[src/rtl/hla_consts.svh]
// constants for the host link acknowledge and fallback block
// ----------------------------------------------------------
// ----------------------------------------------------------
`ifndef HLA_CONSTS_SVH
`define HLA_CONSTS_SVH
`define HLA_REG_CTRL 8'h00
`define HLA_REG_TMO 8'h04
`define HLA_REG_RETRY 8'h08
`define HLA_REG_FALLBK 8'h0C
`define HLA_REG_FMT 8'h10
`define HLA_REG_PRESET 8'h14
`define HLA_REG_STS 8'h18
`define HLA_REG_MASK 8'h1C
`define HLA_REG_STATE 8'h20
`define HLA_CTRL_RST 5'h04
`define HLA_TMO_RST 16'h07D0
`define HLA_FB_MIN_RST 6'h05
`define HLA_CHR_ACK 8'h06
`define HLA_CHR_NAK 8'h15
`define HLA_CHR_BEL 8'h07
`define HLA_CHR_CAN 8'h18
`define HLA_CLK_HZ 200000000
`define HLA_MS_PER_MIN 60000
`define HLA_EV_DONE 0
`define HLA_EV_ABANDON 1
`define HLA_EV_TIMEOUT 2
`define HLA_EV_FALLBK 3
`define HLA_EV_BELL 4
`endif

[src/rtl/hla_pkg.sv]
// types for the host link acknowledge and fallback block
package hla_pkg;
  typedef enum logic [1:0] {BAUD_1200, BAUD_2400, BAUD_9600, BAUD_38400} hla_baud_e;
  typedef enum logic [1:0] {PAR_NONE, PAR_EVEN, PAR_ODD, PAR_MARK} hla_par_e;
  typedef enum logic [1:0] {FLOW_OFF, FLOW_MSG_NOTMO, FLOW_CHR_TMO, FLOW_MSG_TMO} hla_flow_e;
  typedef enum logic [1:0] {SUF_NONE, SUF_CR, SUF_LF, SUF_CRLF} hla_suf_e;
  typedef enum logic [2:0] {PRE_NONE, PRE_FUEL1, PRE_FUEL2, PRE_BIOPTIC, PRE_BIOPTIC3, PRE_USBSER} hla_pre_e;
  typedef enum {ST_IDLE, ST_WAIT} hla_st_e;
  typedef struct packed {
    logic usb_serial;
    hla_suf_e suffix;
    hla_flow_e flow;
    logic stop2;
    hla_par_e parity;
    logic data8;
    hla_baud_e baud;
  } hla_fmt_s;
  typedef struct packed {
    logic [1:0] alt_mode;
    logic beep_en;
    logic bel_can;
    logic ack_mode;
  } hla_ctrl_s;
endpackage : hla_pkg

[src/rtl/hla_top.sv]
// host link acknowledge/retry, usb keyboard fallback, presets and alt keystrokes
//
// Register access over Avalon-MM and the register offsets were decided locally.
`timescale 1ns/1ps
`default_nettype none
`include "hla_consts.svh"
module hla_top
  import hla_pkg::*;
#(
  parameter int unsigned CYC_PER_MS = `HLA_CLK_HZ / 1000,
  parameter int unsigned MS_PER_MIN = `HLA_MS_PER_MIN
)(
  input wire logic core_clk,
  input wire logic arst_n,
  input wire logic [7:0] avs_address,
  input wire logic avs_read,
  input wire logic avs_write,
  input wire logic [31:0] avs_writedata,
  input wire logic [3:0] avs_byteenable,
  output logic [31:0] avs_readdata,
  output logic avs_waitrequest,
  input wire logic msg_start,
  input wire logic msg_is_config,
  output logic msg_busy,
  output logic tx_send,
  output logic config_apply,
  input wire logic rx_valid,
  input wire logic [7:0] rx_char,
  input wire logic usb_setup_ok,
  output logic kbd_fallback,
  output logic beep_error,
  output logic beep_fb_enter,
  output logic beep_fb_reject,
  output hla_fmt_s link_fmt,
  input wire logic ext_valid,
  input wire logic [7:0] ext_code,
  output logic ext_ready,
  output logic alt_hold,
  output logic key_valid,
  output logic [3:0] key_digit,
  output logic irq
);
  // ----------------------------------------------------------
  // state
  // ----------------------------------------------------------
  typedef struct packed {
    logic ack;
    logic [31:0] rdata;
    hla_ctrl_s ctrl;
    logic [15:0] tmo_ms;
    logic [7:0] to_lim;
    logic [7:0] nak_lim;
    logic [5:0] fb_min;
    logic usb_sel;
    hla_fmt_s fmt;
    logic [4:0] sts;
    logic [4:0] mask;
    hla_st_e st;
    logic [31:0] ms_div;
    logic [15:0] timer;
    logic [7:0] to_cnt;
    logic [7:0] nak_cnt;
    logic [31:0] min_div;
    logic [5:0] minutes;
    logic fallback;
    logic tx_send;
    logic cfg;
    logic b_err;
    logic b_fbe;
    logic b_fbr;
    logic alt_busy;
    logic [2:0] alt_idx;
    logic [7:0] alt_code;
    logic key_valid;
    logic [3:0] key_digit;
  } hla_state_s;

  hla_state_s r, next_r;
  logic [1:0] rst_sync;
  logic rst_n;

  always_ff @(posedge core_clk or negedge arst_n)
  begin
    if (!arst_n)
      rst_sync <= 2'h0;
    else
      rst_sync <= {rst_sync[0], 1'b1};
  end
  assign rst_n = rst_sync[1];

  function automatic logic [31:0] be_merge(input logic [31:0] old, input logic [31:0] wd, input logic [3:0] be);
    logic [31:0] m;
    m = old;
    for (int i = 0; i < 4; i++)
      if (be[i])
        m[i*8 +: 8] = wd[i*8 +: 8];
    return m;
  endfunction : be_merge

  // decimal digit of code at position pos (3 is always zero for 4-digit mode)
  function automatic logic [3:0] dec_digit(input logic [7:0] code, input logic [2:0] pos);
    logic [7:0] d;
    case (pos)
      3'h0: d = code % 8'd10;
      3'h1: d = (code / 8'd10) % 8'd10;
      3'h2: d = code / 8'd100;
      default: d = 8'h00;
    endcase
    return d[3:0];
  endfunction : dec_digit

  logic req, wr_go, ms_tick, min_tick, tmo_hit;
  logic [31:0] wv;
  assign req = avs_read | avs_write;
  assign wr_go = avs_write & r.ack;
  assign ms_tick = (r.ms_div == CYC_PER_MS - 1);
  assign min_tick = ms_tick && (r.min_div == MS_PER_MIN - 1);

  always_comb
  begin
    next_r = r;
    wv = 32'h0;
    tmo_hit = 1'b0;
    next_r.tx_send = 1'b0;
    next_r.cfg = 1'b0;
    next_r.b_err = 1'b0;
    next_r.b_fbe = 1'b0;
    next_r.b_fbr = 1'b0;
    next_r.key_valid = 1'b0;
    // ----------------------------------------------------------
    // avalon slave: one wait cycle, read data latched on the first
    // ----------------------------------------------------------
    next_r.ack = req & ~r.ack;
    if (avs_read && !r.ack)
    begin
      case (avs_address)
        `HLA_REG_CTRL: next_r.rdata = {27'h0, r.ctrl};
        `HLA_REG_TMO: next_r.rdata = {16'h0, r.tmo_ms};
        `HLA_REG_RETRY: next_r.rdata = {16'h0, r.nak_lim, r.to_lim};
        `HLA_REG_FALLBK: next_r.rdata = {23'h0, r.usb_sel, 2'h0, r.fb_min};
        `HLA_REG_FMT: next_r.rdata = {21'h0, r.fmt};
        `HLA_REG_STS: next_r.rdata = {27'h0, r.sts};
        `HLA_REG_MASK: next_r.rdata = {27'h0, r.mask};
        `HLA_REG_STATE: next_r.rdata = {r.nak_cnt, r.to_cnt, 2'h0, r.minutes, 6'h0, r.fallback,
                                         (r.st == ST_WAIT)};
        default: next_r.rdata = 32'h0;
      endcase
    end
    if (wr_go)
    begin
      case (avs_address)
        `HLA_REG_CTRL:
        begin
          wv = be_merge({27'h0, r.ctrl}, avs_writedata, avs_byteenable);
          next_r.ctrl = wv[4:0];
        end
        `HLA_REG_TMO:
        begin
          wv = be_merge({16'h0, r.tmo_ms}, avs_writedata, avs_byteenable);
          next_r.tmo_ms = wv[15:0];
        end
        `HLA_REG_RETRY:
        begin
          wv = be_merge({16'h0, r.nak_lim, r.to_lim}, avs_writedata, avs_byteenable);
          next_r.to_lim = wv[7:0];
          next_r.nak_lim = wv[15:8];
        end
        `HLA_REG_FALLBK:
        begin
          wv = be_merge({23'h0, r.usb_sel, 2'h0, r.fb_min}, avs_writedata, avs_byteenable);
          next_r.fb_min = (wv[5:0] > 6'd60) ? 6'd60 : wv[5:0];
          next_r.usb_sel = wv[8];
        end
        `HLA_REG_FMT:
        begin
          wv = be_merge({21'h0, r.fmt}, avs_writedata, avs_byteenable);
          next_r.fmt = wv[10:0];
        end
        `HLA_REG_PRESET:
          if (avs_byteenable[0])
          begin
            case (hla_pre_e'(avs_writedata[2:0]))
              PRE_FUEL1: next_r.fmt = '{1'b0, SUF_LF, FLOW_MSG_NOTMO, 1'b0, PAR_MARK, 1'b1, BAUD_1200};
              PRE_FUEL2: next_r.fmt = '{1'b0, SUF_CR, FLOW_OFF, 1'b1, PAR_EVEN, 1'b0, BAUD_2400};
              PRE_BIOPTIC:
              begin
                next_r.fmt = '{1'b0, r.fmt.suffix, FLOW_CHR_TMO, 1'b0, PAR_NONE, 1'b1, BAUD_38400};
                next_r.ctrl.ack_mode = 1'b1;
              end
              PRE_BIOPTIC3: next_r.fmt = '{1'b0, r.fmt.suffix, FLOW_MSG_TMO, 1'b0, PAR_EVEN, 1'b0, BAUD_9600};
              PRE_USBSER:
              begin
                next_r.fmt.usb_serial = 1'b1;
                next_r.fmt.suffix = SUF_CRLF;
                next_r.usb_sel = 1'b1;
              end
              default: ;
            endcase
          end
        `HLA_REG_MASK:
          if (avs_byteenable[0])
            next_r.mask = avs_writedata[4:0];
        default: ;
      endcase
    end
    // write-one-to-clear first; events below set and so win
    if (wr_go && avs_address == `HLA_REG_STS && avs_byteenable[0])
      next_r.sts = r.sts & ~avs_writedata[4:0];
    // ----------------------------------------------------------
    // timebase
    // ----------------------------------------------------------
    next_r.ms_div = ms_tick ? 32'h0 : r.ms_div + 32'h1;
    // ----------------------------------------------------------
    // usb keyboard fallback; a setting of zero disables it
    // ----------------------------------------------------------
    if (!r.usb_sel || usb_setup_ok || r.fallback)
    begin
      next_r.min_div = 32'h0;
      next_r.minutes = 6'h0;
    end
    else if (ms_tick)
    begin
      next_r.min_div = min_tick ? 32'h0 : r.min_div + 32'h1;
      if (min_tick)
        next_r.minutes = r.minutes + 6'h1;
    end
    if (!r.fallback && r.usb_sel && !usb_setup_ok && r.fb_min != 6'h0 && r.minutes >= r.fb_min)
    begin
      next_r.fallback = 1'b1;
      next_r.b_fbe = 1'b1;
      next_r.sts[`HLA_EV_FALLBK] = 1'b1;
    end
    if (!r.usb_sel)
      next_r.fallback = 1'b0;
    // ----------------------------------------------------------
    // message and reply handling
    // ----------------------------------------------------------
    case (r.st)
      ST_IDLE:
        if (msg_start)
        begin
          if (msg_is_config)
            next_r.cfg = 1'b1;
          else if (r.fallback)
            next_r.b_fbr = 1'b1;
          else
          begin
            next_r.tx_send = 1'b1;
            next_r.to_cnt = 8'h0;
            next_r.nak_cnt = 8'h0;
            if (r.ctrl.ack_mode)
            begin
              next_r.st = ST_WAIT;
              next_r.timer = r.tmo_ms;
            end
            else
              next_r.sts[`HLA_EV_DONE] = 1'b1;
          end
        end
      ST_WAIT:
      begin
        if (ms_tick && r.timer != 16'h0)
          next_r.timer = r.timer - 16'h1;
        tmo_hit = (r.timer == 16'h0);
        if (rx_valid && rx_char == `HLA_CHR_ACK)
        begin
          next_r.st = ST_IDLE;
          next_r.sts[`HLA_EV_DONE] = 1'b1;
        end
        else if (rx_valid && rx_char == `HLA_CHR_NAK)
        begin
          if (r.nak_lim == 8'h0 || r.nak_cnt < r.nak_lim)
          begin
            next_r.tx_send = 1'b1;
            next_r.nak_cnt = r.nak_cnt + 8'h1;
            next_r.timer = r.tmo_ms;
          end
          else
          begin
            next_r.st = ST_IDLE;
            next_r.sts[`HLA_EV_ABANDON] = 1'b1;
          end
        end
        else if (rx_valid && r.ctrl.bel_can && rx_char == `HLA_CHR_CAN)
        begin
          next_r.st = ST_IDLE;
          next_r.sts[`HLA_EV_ABANDON] = 1'b1;
        end
        else if (tmo_hit)
        begin
          next_r.sts[`HLA_EV_TIMEOUT] = 1'b1;
          next_r.b_err = r.ctrl.beep_en;
          if (r.to_cnt < r.to_lim)
          begin
            next_r.tx_send = 1'b1;
            next_r.to_cnt = r.to_cnt + 8'h1;
            next_r.timer = r.tmo_ms;
          end
          else
          begin
            next_r.st = ST_IDLE;
            next_r.sts[`HLA_EV_ABANDON] = 1'b1;
          end
        end
      end
      default: next_r.st = ST_IDLE;
    endcase
    if (r.st == ST_WAIT && rx_valid && r.ctrl.bel_can && rx_char == `HLA_CHR_BEL)
    begin
      next_r.b_err = 1'b1;
      next_r.sts[`HLA_EV_BELL] = 1'b1;
    end
    // ----------------------------------------------------------
    // alt keystrokes: most significant digit first, one per cycle
    // ----------------------------------------------------------
    if (!r.alt_busy)
    begin
      if (ext_valid && (r.ctrl.alt_mode == 2'h1 || r.ctrl.alt_mode == 2'h2))
      begin
        next_r.alt_busy = 1'b1;
        next_r.alt_code = ext_code;
        next_r.alt_idx = (r.ctrl.alt_mode == 2'h2) ? 3'h4 : 3'h3;
      end
    end
    else if (r.alt_idx != 3'h0)
    begin
      next_r.key_valid = 1'b1;
      next_r.key_digit = dec_digit(r.alt_code, r.alt_idx - 3'h1);
      next_r.alt_idx = r.alt_idx - 3'h1;
    end
    else
      next_r.alt_busy = 1'b0;
  end

  always_ff @(posedge core_clk or negedge rst_n)
  begin
    if (!rst_n)
    begin
      r <= '0;
      r.ctrl <= `HLA_CTRL_RST;
      r.tmo_ms <= `HLA_TMO_RST;
      r.fb_min <= `HLA_FB_MIN_RST;
      r.fmt <= '{1'b0, SUF_NONE, FLOW_OFF, 1'b0, PAR_NONE, 1'b1, BAUD_9600};
      r.st <= ST_IDLE;
    end
    else
      r <= next_r;
  end

  assign avs_waitrequest = req & ~r.ack;
  assign avs_readdata = r.rdata;
  assign msg_busy = (r.st == ST_WAIT);
  assign tx_send = r.tx_send;
  assign config_apply = r.cfg;
  assign kbd_fallback = r.fallback;
  assign beep_error = r.b_err;
  assign beep_fb_enter = r.b_fbe;
  assign beep_fb_reject = r.b_fbr;
  assign link_fmt = r.fmt;
  assign ext_ready = ~r.alt_busy;
  assign alt_hold = r.alt_busy;
  assign key_valid = r.key_valid;
  assign key_digit = r.key_digit;
  assign irq = |(r.sts & r.mask);
endmodule : hla_top
`default_nettype wire

[config.mk]
export PLATFORM = sky130hd
export DESIGN_NAME = hla_top
export DESIGN_NICKNAME = d
export VERILOG_FILES = /design/src/rtl/hla_pkg.sv /design/src/rtl/hla_top.sv
export VERILOG_INCLUDE_DIRS = /design/src /design/src/rtl
export SDC_FILE = /design/constraint.sdc
export NUM_CORES = 1
export LEC_CHECK = 0
export ABC_CLOCK_PERIOD_IN_PS = 7900
export CORE_MARGIN = 5
export CORE_UTILIZATION = 44
export DETAILED_ROUTE_END_ITERATION = 6
export DONT_BUFFER_PORTS = 1
export HOLD_SLACK_MARGIN = 0.03
export PLACE_DENSITY_LB_ADDON = 0.05
export REMOVE_ABC_BUFFERS = 1
export SYNTH_ARGS = -nofsm -noshare
export SYNTH_HDL_FRONTEND = slang
export SYNTH_SLANG_ARGS = --single-unit
[constraint.sdc]
create_clock -name core_clk -period 7.9 [get_ports core_clk]
set_input_delay 0.79 -clock core_clk [delete_from_list [all_inputs] [get_ports core_clk]]
set_output_delay 0.79 -clock core_clk [all_outputs]
set_load 0.01 [all_outputs]
==> metrics.yaml, run 1 <==
met3_length_um: 1970
route.detailed.drc: 1
hold_viol_final: 0
ys_async_sr_fraction_pct: 100.0
dp.cells: 1641
powerDensity_nw_per_um2: 240.6
rr_worst_depth: 12
finish.net_count: 1397
grt_pass1_wl_um: 52520
worstPathArrival_ns: 3.96
antenna_left: 0
antenna_cells: 0
synth_edf_count: 0
cp-start-kind: "flip-flop"
path_delay_family: "compound AO/OA/AOI/OAI gates"
dp_hpwl_um: 23030
max_stage_delay_ns: 0.61
drive_gt1_share_pct: 9.977
critical_path.endpoint: "key_digit[1]"
violations: "DRC"
grt_pass1_vias: 9371
worstSetupPathType: "reg -> reg"
highest_layer: "met4"
hold_class: "in -> reg"
crit_start: "r[13]"
clk_latency_ns: 0.52
die_area_um2: 31990
p_total_mw: 3.247
via_per_inst: 5.635
holdBufCountCts: 1
timing.final.crit_share_pct: 44.88
coreArea_um2: 27930
ys.flop_type: "dfrtp_1"
cts_buffers: 27
cts_resized: 0
syn_area_um2: 12550
synth.area.top_cells: "dfrtp_1 (43%), nand2_1 (5.4%), mux2_2 (4.1%), o21ai_0 (3.7%), nor2_1 (3.6%)"
met2WireLength_um: 14950
gr-total-overflow: 0
initial_core_util_pct: 44.91
end_kind: "flip-flop"
rsz0062_at_grt: "false"
drt_iter0_drc: 660
portBuffers: 0
worstPathRequired_ns: 8.31
max-vdd-ir-drop_v: 0.0001893
clk_pin_slew_ns: 0.06
synthCells: 1356
cts_sinks: 226
crit_slowest_cell: "o22ai_1"
rows: 61
cp.depth: 12
crit_top_cell: "inv_1"
skew_ns: 0.01093
finalNonFillerCells: 1691
clockBufferDepth: 3
path_cells: "inv_1, ha_1, xnor2_1, o211ai_1, o22ai_1, inv_1, ha_1, inv_1, mux2_2, or2_0, a21o_1, a31o_2"
clock-root-buffer: "clkbuf_16"
r2r-start: "r[13]"
pin_count: 128
die_x_um: 178.9
vias: 9529
syn_avg_cell_area_um2: 9.252
ys_seq_area_share_pct: 45.19
dieHeight_um: 178.9
tightestPinTransition_ns: 1.152
cap_violations: 0
yosysWarningCount: 0
wire_per_inst_um: 19.35
synth_top_cell_by_area: "dfrtp_1"
r2r_end: "key_digit[1]"
synth_top_area_share_pct: 42.88
antenna_found_initial: 0
finalMaxSlewViolations: 0
finalSetupViolCount: 0
period_minus_slack_ns: 3.546
fmax_ghz: 0.2820
ys_ff_latch: 226
synth.distinct_cells: 79
cts_setup_buffers: 0
outcome: "complete, but fails checks"
cts_max_level: 1
grt_max_degree: 177
power.static_leakage_nw: 5.858
grt_usage_pct: 20.39
m1WireLength_um: 15130
wirelength_um: 32720
setup_tns_ns: 0
regToRegSetupSlack_ns: 4.35
critPathMaxFanout: 9
cts_tree: "built"
gp_congestion: 0.8267
dr.pass1.iters: 7
path_buf_inv: 3
relSlewSlack_pct: 22.69
syn_to_final_growth_pct: 7.560
-- worst min-delay path by stage --
stage,start,endpoint,slack (ns),cells after the start
2_1_floorplan,rst_sync[0],rst_sync[1],0.33,0
3_5_place_dp,rst_sync[0],rst_sync[1],0.34,0
5_1_grt,msg_is_config,beep_fb_reject,0.31,1
4_1_cts,msg_is_config,beep_fb_reject,0.31,1
3_3_place_gp,rst_sync[0],rst_sync[1],0.34,0
6_report,msg_is_config,beep_fb_reject,0.34,1
-- area by class of cell --
type	instances	area [um^2]
inverters	45	168.9
multi-input cells	982	6146
clock inverters	7	113.9
flip-flops and latches	226	5673
clock buffers	42	822.0
well taps	378	473.0
repair buffers	11	97.59
fillers	2664	14440
-- metal layers --
layer	track usage (%)	vias up
met5	0	-
met4	4.573	0
met3	4.133	39
met2	32.38	216
met1	28.91	4617
li1	-	4657
-- worst register-to-register path: cells and delay by family (launching register included) --
kind / cells / cell delay [ns]
AO/OA/AOI/OAI: 4 / 1.16
XOR/XNOR: 1 / 0.52
adder cells (fa/ha/maj): 2 / 0.59
buffers and inverters: 3 / 0.32
flip-flops: 1 / 0.38
multiplexers: 1 / 0.26
AND/OR/NAND/NOR: 1 / 0.22
-- placed cells by master (no fill, tap or decap), types with 12 or more instances in the layout --
master / Yosys / routed
a222oi_1: 12 / 12
a21o_1: 16 / 16
nand2_1: 181 / 181
a31oi_1: 12 / 12
a21oi_1: 61 / 61
nor2b_1: 14 / 14
ha_1: 35 / 35
xnor2_1: 27 / 27
nand3_1: 59 / 59
nor4_1: 17 / 17
inv_1: 45 / 45
mux2_2: 46 / 46
nor3_1: 17 / 17
and3_1: 26 / 26
dfrtp_1: 215 / 214
clkbuf_16: 0 / 27
nand4_1: 23 / 23
o21ai_0: 93 / 93
nand2b_1: 17 / 16
xor2_1: 44 / 44
nor2_1: 119 / 119
-- registers in the layout, summed over array words and instances, names as in the netlist --
name / count
alt_hold: 1
avs_readdata: 32
beep_error: 1
beep_fb_enter: 1
beep_fb_reject: 1
config_apply: 1
kbd_fallback: 1
key_digit: 4
key_valid: 1
link_fmt: 11
r: 169
rst_sync: 2
tx_send: 1
-- metrics by stage --
| stage | utilization [%] | hold WS (ns) | area, um^2 | setup WS [ns] |
|---|---|---|---|---|
| CTS | 48.31 | 0.3107 | 13490 | 4.366 |
| detailed placement | 44.92 | 0.3386 | 12550 | 4.388 |
| global route | 48.31 | 0.3119 | 13490 | 4.022 |
| finish | 48.31 | 0.3366 | 13490 | 4.354 |
| global placement | 44.92 | 0.3423 | 12550 | 4.380 |
| floorplan | - | 0.3312 | 11970 | 1.155 |
-- cells by family (layout without fill, tap and decap cells) --
logic type	count (synthesis)	in the layout	share of synthesized area (%)
AO/OA/AOI/OAI	293	293	15.29
XOR/XNOR	71	71	4.957
adder cells (fa/ha/maj)	35	35	3.491
buffers and inverters	148	105	5.954
flip-flops	226	226	45.19
multiplexers	50	50	4.448
other	1	1	0.02989
AND/OR/NAND/NOR	532	532	20.64
-- power breakdown --
| part | leakage [nW] | internal (mW) | switching [mW] |
|---|---|---|---|
| Combinational | 2.36 | 0.243 | 0.387 |
| Clock | 0.463 | 0.808 | 0.483 |
| Sequential | 3.04 | 1.21 | 0.113 |
-- cell usage after synthesis (4+ instances only) --
| cell type | number |
|---|---|
| dfrtp_1 | 215 |
| nand2_1 | 181 |
| nor2_1 | 119 |
| o21ai_0 | 93 |
| a21oi_1 | 61 |
| nand3_1 | 59 |
| buf_4 | 48 |
| mux2_2 | 46 |
| inv_1 | 45 |
| xor2_1 | 44 |
| clkbuf_1 | 43 |
| ha_1 | 35 |
| xnor2_1 | 27 |
| and3_1 | 26 |
| nand4_1 | 23 |
| nand2b_1 | 17 |
| nor3_1 | 17 |
| nor4_1 | 17 |
| a21o_1 | 16 |
| nor2b_1 | 14 |
| a222oi_1 | 12 |
| a31oi_1 | 12 |
| a22o_1 | 11 |
| dfstp_2 | 11 |
| o31ai_1 | 10 |
| and2_1 | 9 |
| buf_2 | 9 |
| o21ai_1 | 9 |
| nand3b_1 | 7 |
| o221ai_1 | 7 |
| or3_1 | 7 |
| a22oi_1 | 6 |
| a311oi_1 | 6 |
| nor4b_1 | 6 |
| a211oi_1 | 4 |
| and4_1 | 4 |
| mux2i_1 | 4 |
| nor4bb_1 | 4 |
| o2111ai_1 | 4 |
| or2_2 | 4 |
Note: power is estimated with default switching activity, not from simulation.
==> run 2, diff against run 1 <==
--- a/config.mk
+++ b/config.mk
@@ -6,7 +6,7 @@
 export SDC_FILE = /design/constraint.sdc
 export NUM_CORES = 1
 export LEC_CHECK = 0
-export ABC_CLOCK_PERIOD_IN_PS = 7900
+export ABC_CLOCK_PERIOD_IN_PS = 3250
 export CORE_MARGIN = 5
 export CORE_UTILIZATION = 44
 export DETAILED_ROUTE_END_ITERATION = 6
==> constraint.sdc (replaced) <==
create_clock -name core_clk -period 3.25 [get_ports core_clk]
set_input_delay 0.325 -clock core_clk [delete_from_list [all_inputs] [get_ports core_clk]]
set_output_delay 0.325 -clock core_clk [all_outputs]
set_load 0.01 [all_outputs]
==> run 2 against run 1 <==
Compared with the run above: the flow now finishes without violations; critical path depth up 1; clock power rose by 130%; flip-flop and latch count unchanged; sequential share of layout area shrank 1.8 points; non-clock buffer count grew 74; cell area rose by 4.6%; clock skew grew 0.0039 ns; hold slack lost 0.29 ns; via count is 4.1% higher; critical endpoint unchanged.
==> metrics.yaml, run 2 (synthesis gave the netlist of run 1 again) <==
rows: 61
p_total_mw: 7.987
skew_ns: 0.01486
route.detailed.drc: 0
die_area_um2: 31990
dp_hpwl_um: 24660
holdPathEnd: "link_fmt[3]"
clockBufferDepth: 3
relSlewSlack_pct: 21.63
final_common_cell: "dfrtp_1"
final_cell_mix: "dfrtp_1 (214), nand2_1 (181), nor2_1 (118), o21ai_0 (93), a21oi_1 (61)"
finalNonFillerCells: 1764
crit_slowest_cell: "dfrtp_1"
finish.net_count: 1471
largest_reg_flops: 169
crit_top_cell: "inv_1"
tightestPinTransition_ns: 1.168
clk_pin_slew_ns: 0.06
antenna_found_initial: 1
critPathMaxFanout: 8
rr_worst_depth: 13
layout_setup_ws_ns: 0.2764
pin_count: 128
cts_sinks: 226
finalSetupViolCount: 0
gp_congestion: 0.8365
syn_to_final_growth_pct: 12.48
dieHeight_um: 178.9
hold_viol_final: 0
r2r_end: "key_digit[1]"
via_per_inst: 5.626
powerDensity_nw_per_um2: 566.0
max_stage_delay_ns: 0.40
worstPathRequired_ns: 3.67
gr-total-overflow: 0
die_x_um: 178.9
wire_per_inst_um: 19.42
path_cells: "inv_1, buf_4, ha_1, inv_1, o21ai_0, a32oi_1, o211a_1, ha_1, inv_1, mux2_2, or2_0, a21o_1, a31o_2"
n_fill_cell: 2655
coreArea_um2: 27930
cts_buffers: 27
min_path_cells: 3
period_minus_slack_ns: 2.974
pre_cts_ws_ns: 0.04457
regToRegSetupSlack_ns: 0.28
outcome: "finished clean"
setup_tns_ns: 0
portBuffers: 0
clock-root-buffer: "clkbuf_16"
grt_usage_pct: 21.41
place_area_um2: 12880
power.static_leakage_nw: 6.193
grt_pass1_vias: 9770
vias: 9924
fmax_ghz: 0.3363
hold_class: "in -> reg"
r2r-start: "r[13]"
rsz0062_at_grt: "false"
drt_iter0_drc: 738
cts_tree: "built"
timing.final.crit_share_pct: 91.49
initial_core_util_pct: 44.91
clk_latency_ns: 0.54
dr.pass1.iters: 6
antenna_left: 0
finalMaxSlewViolations: 0
cap_violations: 0
cp-start-kind: "flip-flop"
cts_max_level: 1
regMostFlops: "r"
wirelength_um: 34250
hp-start: "avs_writedata[0]"
drive_gt1_share_pct: 13.14
worstPathArrival_ns: 3.39
worstSetupPathType: "reg -> reg"
fin_area_um2: 14110
end_kind: "flip-flop"
max-vdd-ir-drop_v: 0.0004140
grt_pass1_wl_um: 54600
dp.cells: 1685
grt_max_degree: 56
==> run 2: cell type report <==
| class | count | area (um^2) | share of cell area [%] |
|---|---|---|---|
| Clock buffer | 35 | 765.7 | 5.427 |
| Timing Repair Buffer | 85 | 728.2 | 5.160 |
| Tap cell | 378 | 473.0 | 3.352 |
| Antenna cell | 1 | 2.502 | 0.01773 |
| Clock inverter | 12 | 116.4 | 0.8246 |
| Multi-Input combinational cell | 982 | 6183 | 43.82 |
| Sequential cell | 226 | 5673 | 40.20 |
| Inverter | 45 | 168.9 | 1.197 |
==> run 2: critical path, delay by kind of cell (launching register included) <==
kind                     cells  cell delay, ns
AO/OA/AOI/OAI                5            0.90
adder cells (fa/ha/maj)      2            0.63
buffers and inverters        4            0.43
flip-flops                   1            0.40
multiplexers                 1            0.27
AND/OR/NAND/NOR              1            0.22
==> run 2: repair_timing <==
action / CTS / global route
gates resized for setup: 0 / 7
endpoints found under the setup margin: 0 / 3
hold endpoints to repair: 75 / 0
hold buffers: 31 / 0
buffers inserted: 0 / 0
==> run 2: worst max path at each step <==
stage                startpoint           end  slack, ns  depth (start not counted)
finish                    r[13]  key_digit[1]       0.28                         13
global route              r[13]  key_digit[1]       0.05                         13
CTS                       r[14]  key_digit[1]       0.03                         11
detailed placement        r[14]  key_digit[1]       0.04                         11
global placement          r[14]  key_digit[1]       0.09                         11
floorplan           rst_sync[1]      alt_hold      -3.50                          0
==> run 2: metal layers <==
metal  share of wire [%]  track usage [%]
met5                   0                0
met4                 2.0            4.445
met2                  46            34.42
met3                 6.4            3.965
met1                  45            30.40
==> run 2: power breakdown <==
| part | switching [mW] | internal (mW) |
|---|---|---|
| Combinational | 1.04 | 0.761 |
| Sequential | 0.248 | 2.95 |
| Clock | 1.18 | 1.81 |
| Total | 2.47 | 5.52 |
==> run 2: through the flow <==
stage / hold slack [ns] / utilization [%]
after global routing: 0.04779 / 50.52
after floorplan: 0.02941 / -
after CTS: 0.03558 / 50.37
after global placement: 0.02947 / 46.10
after detailed placement: 0.02947 / 46.10
final: 0.04985 / 50.52
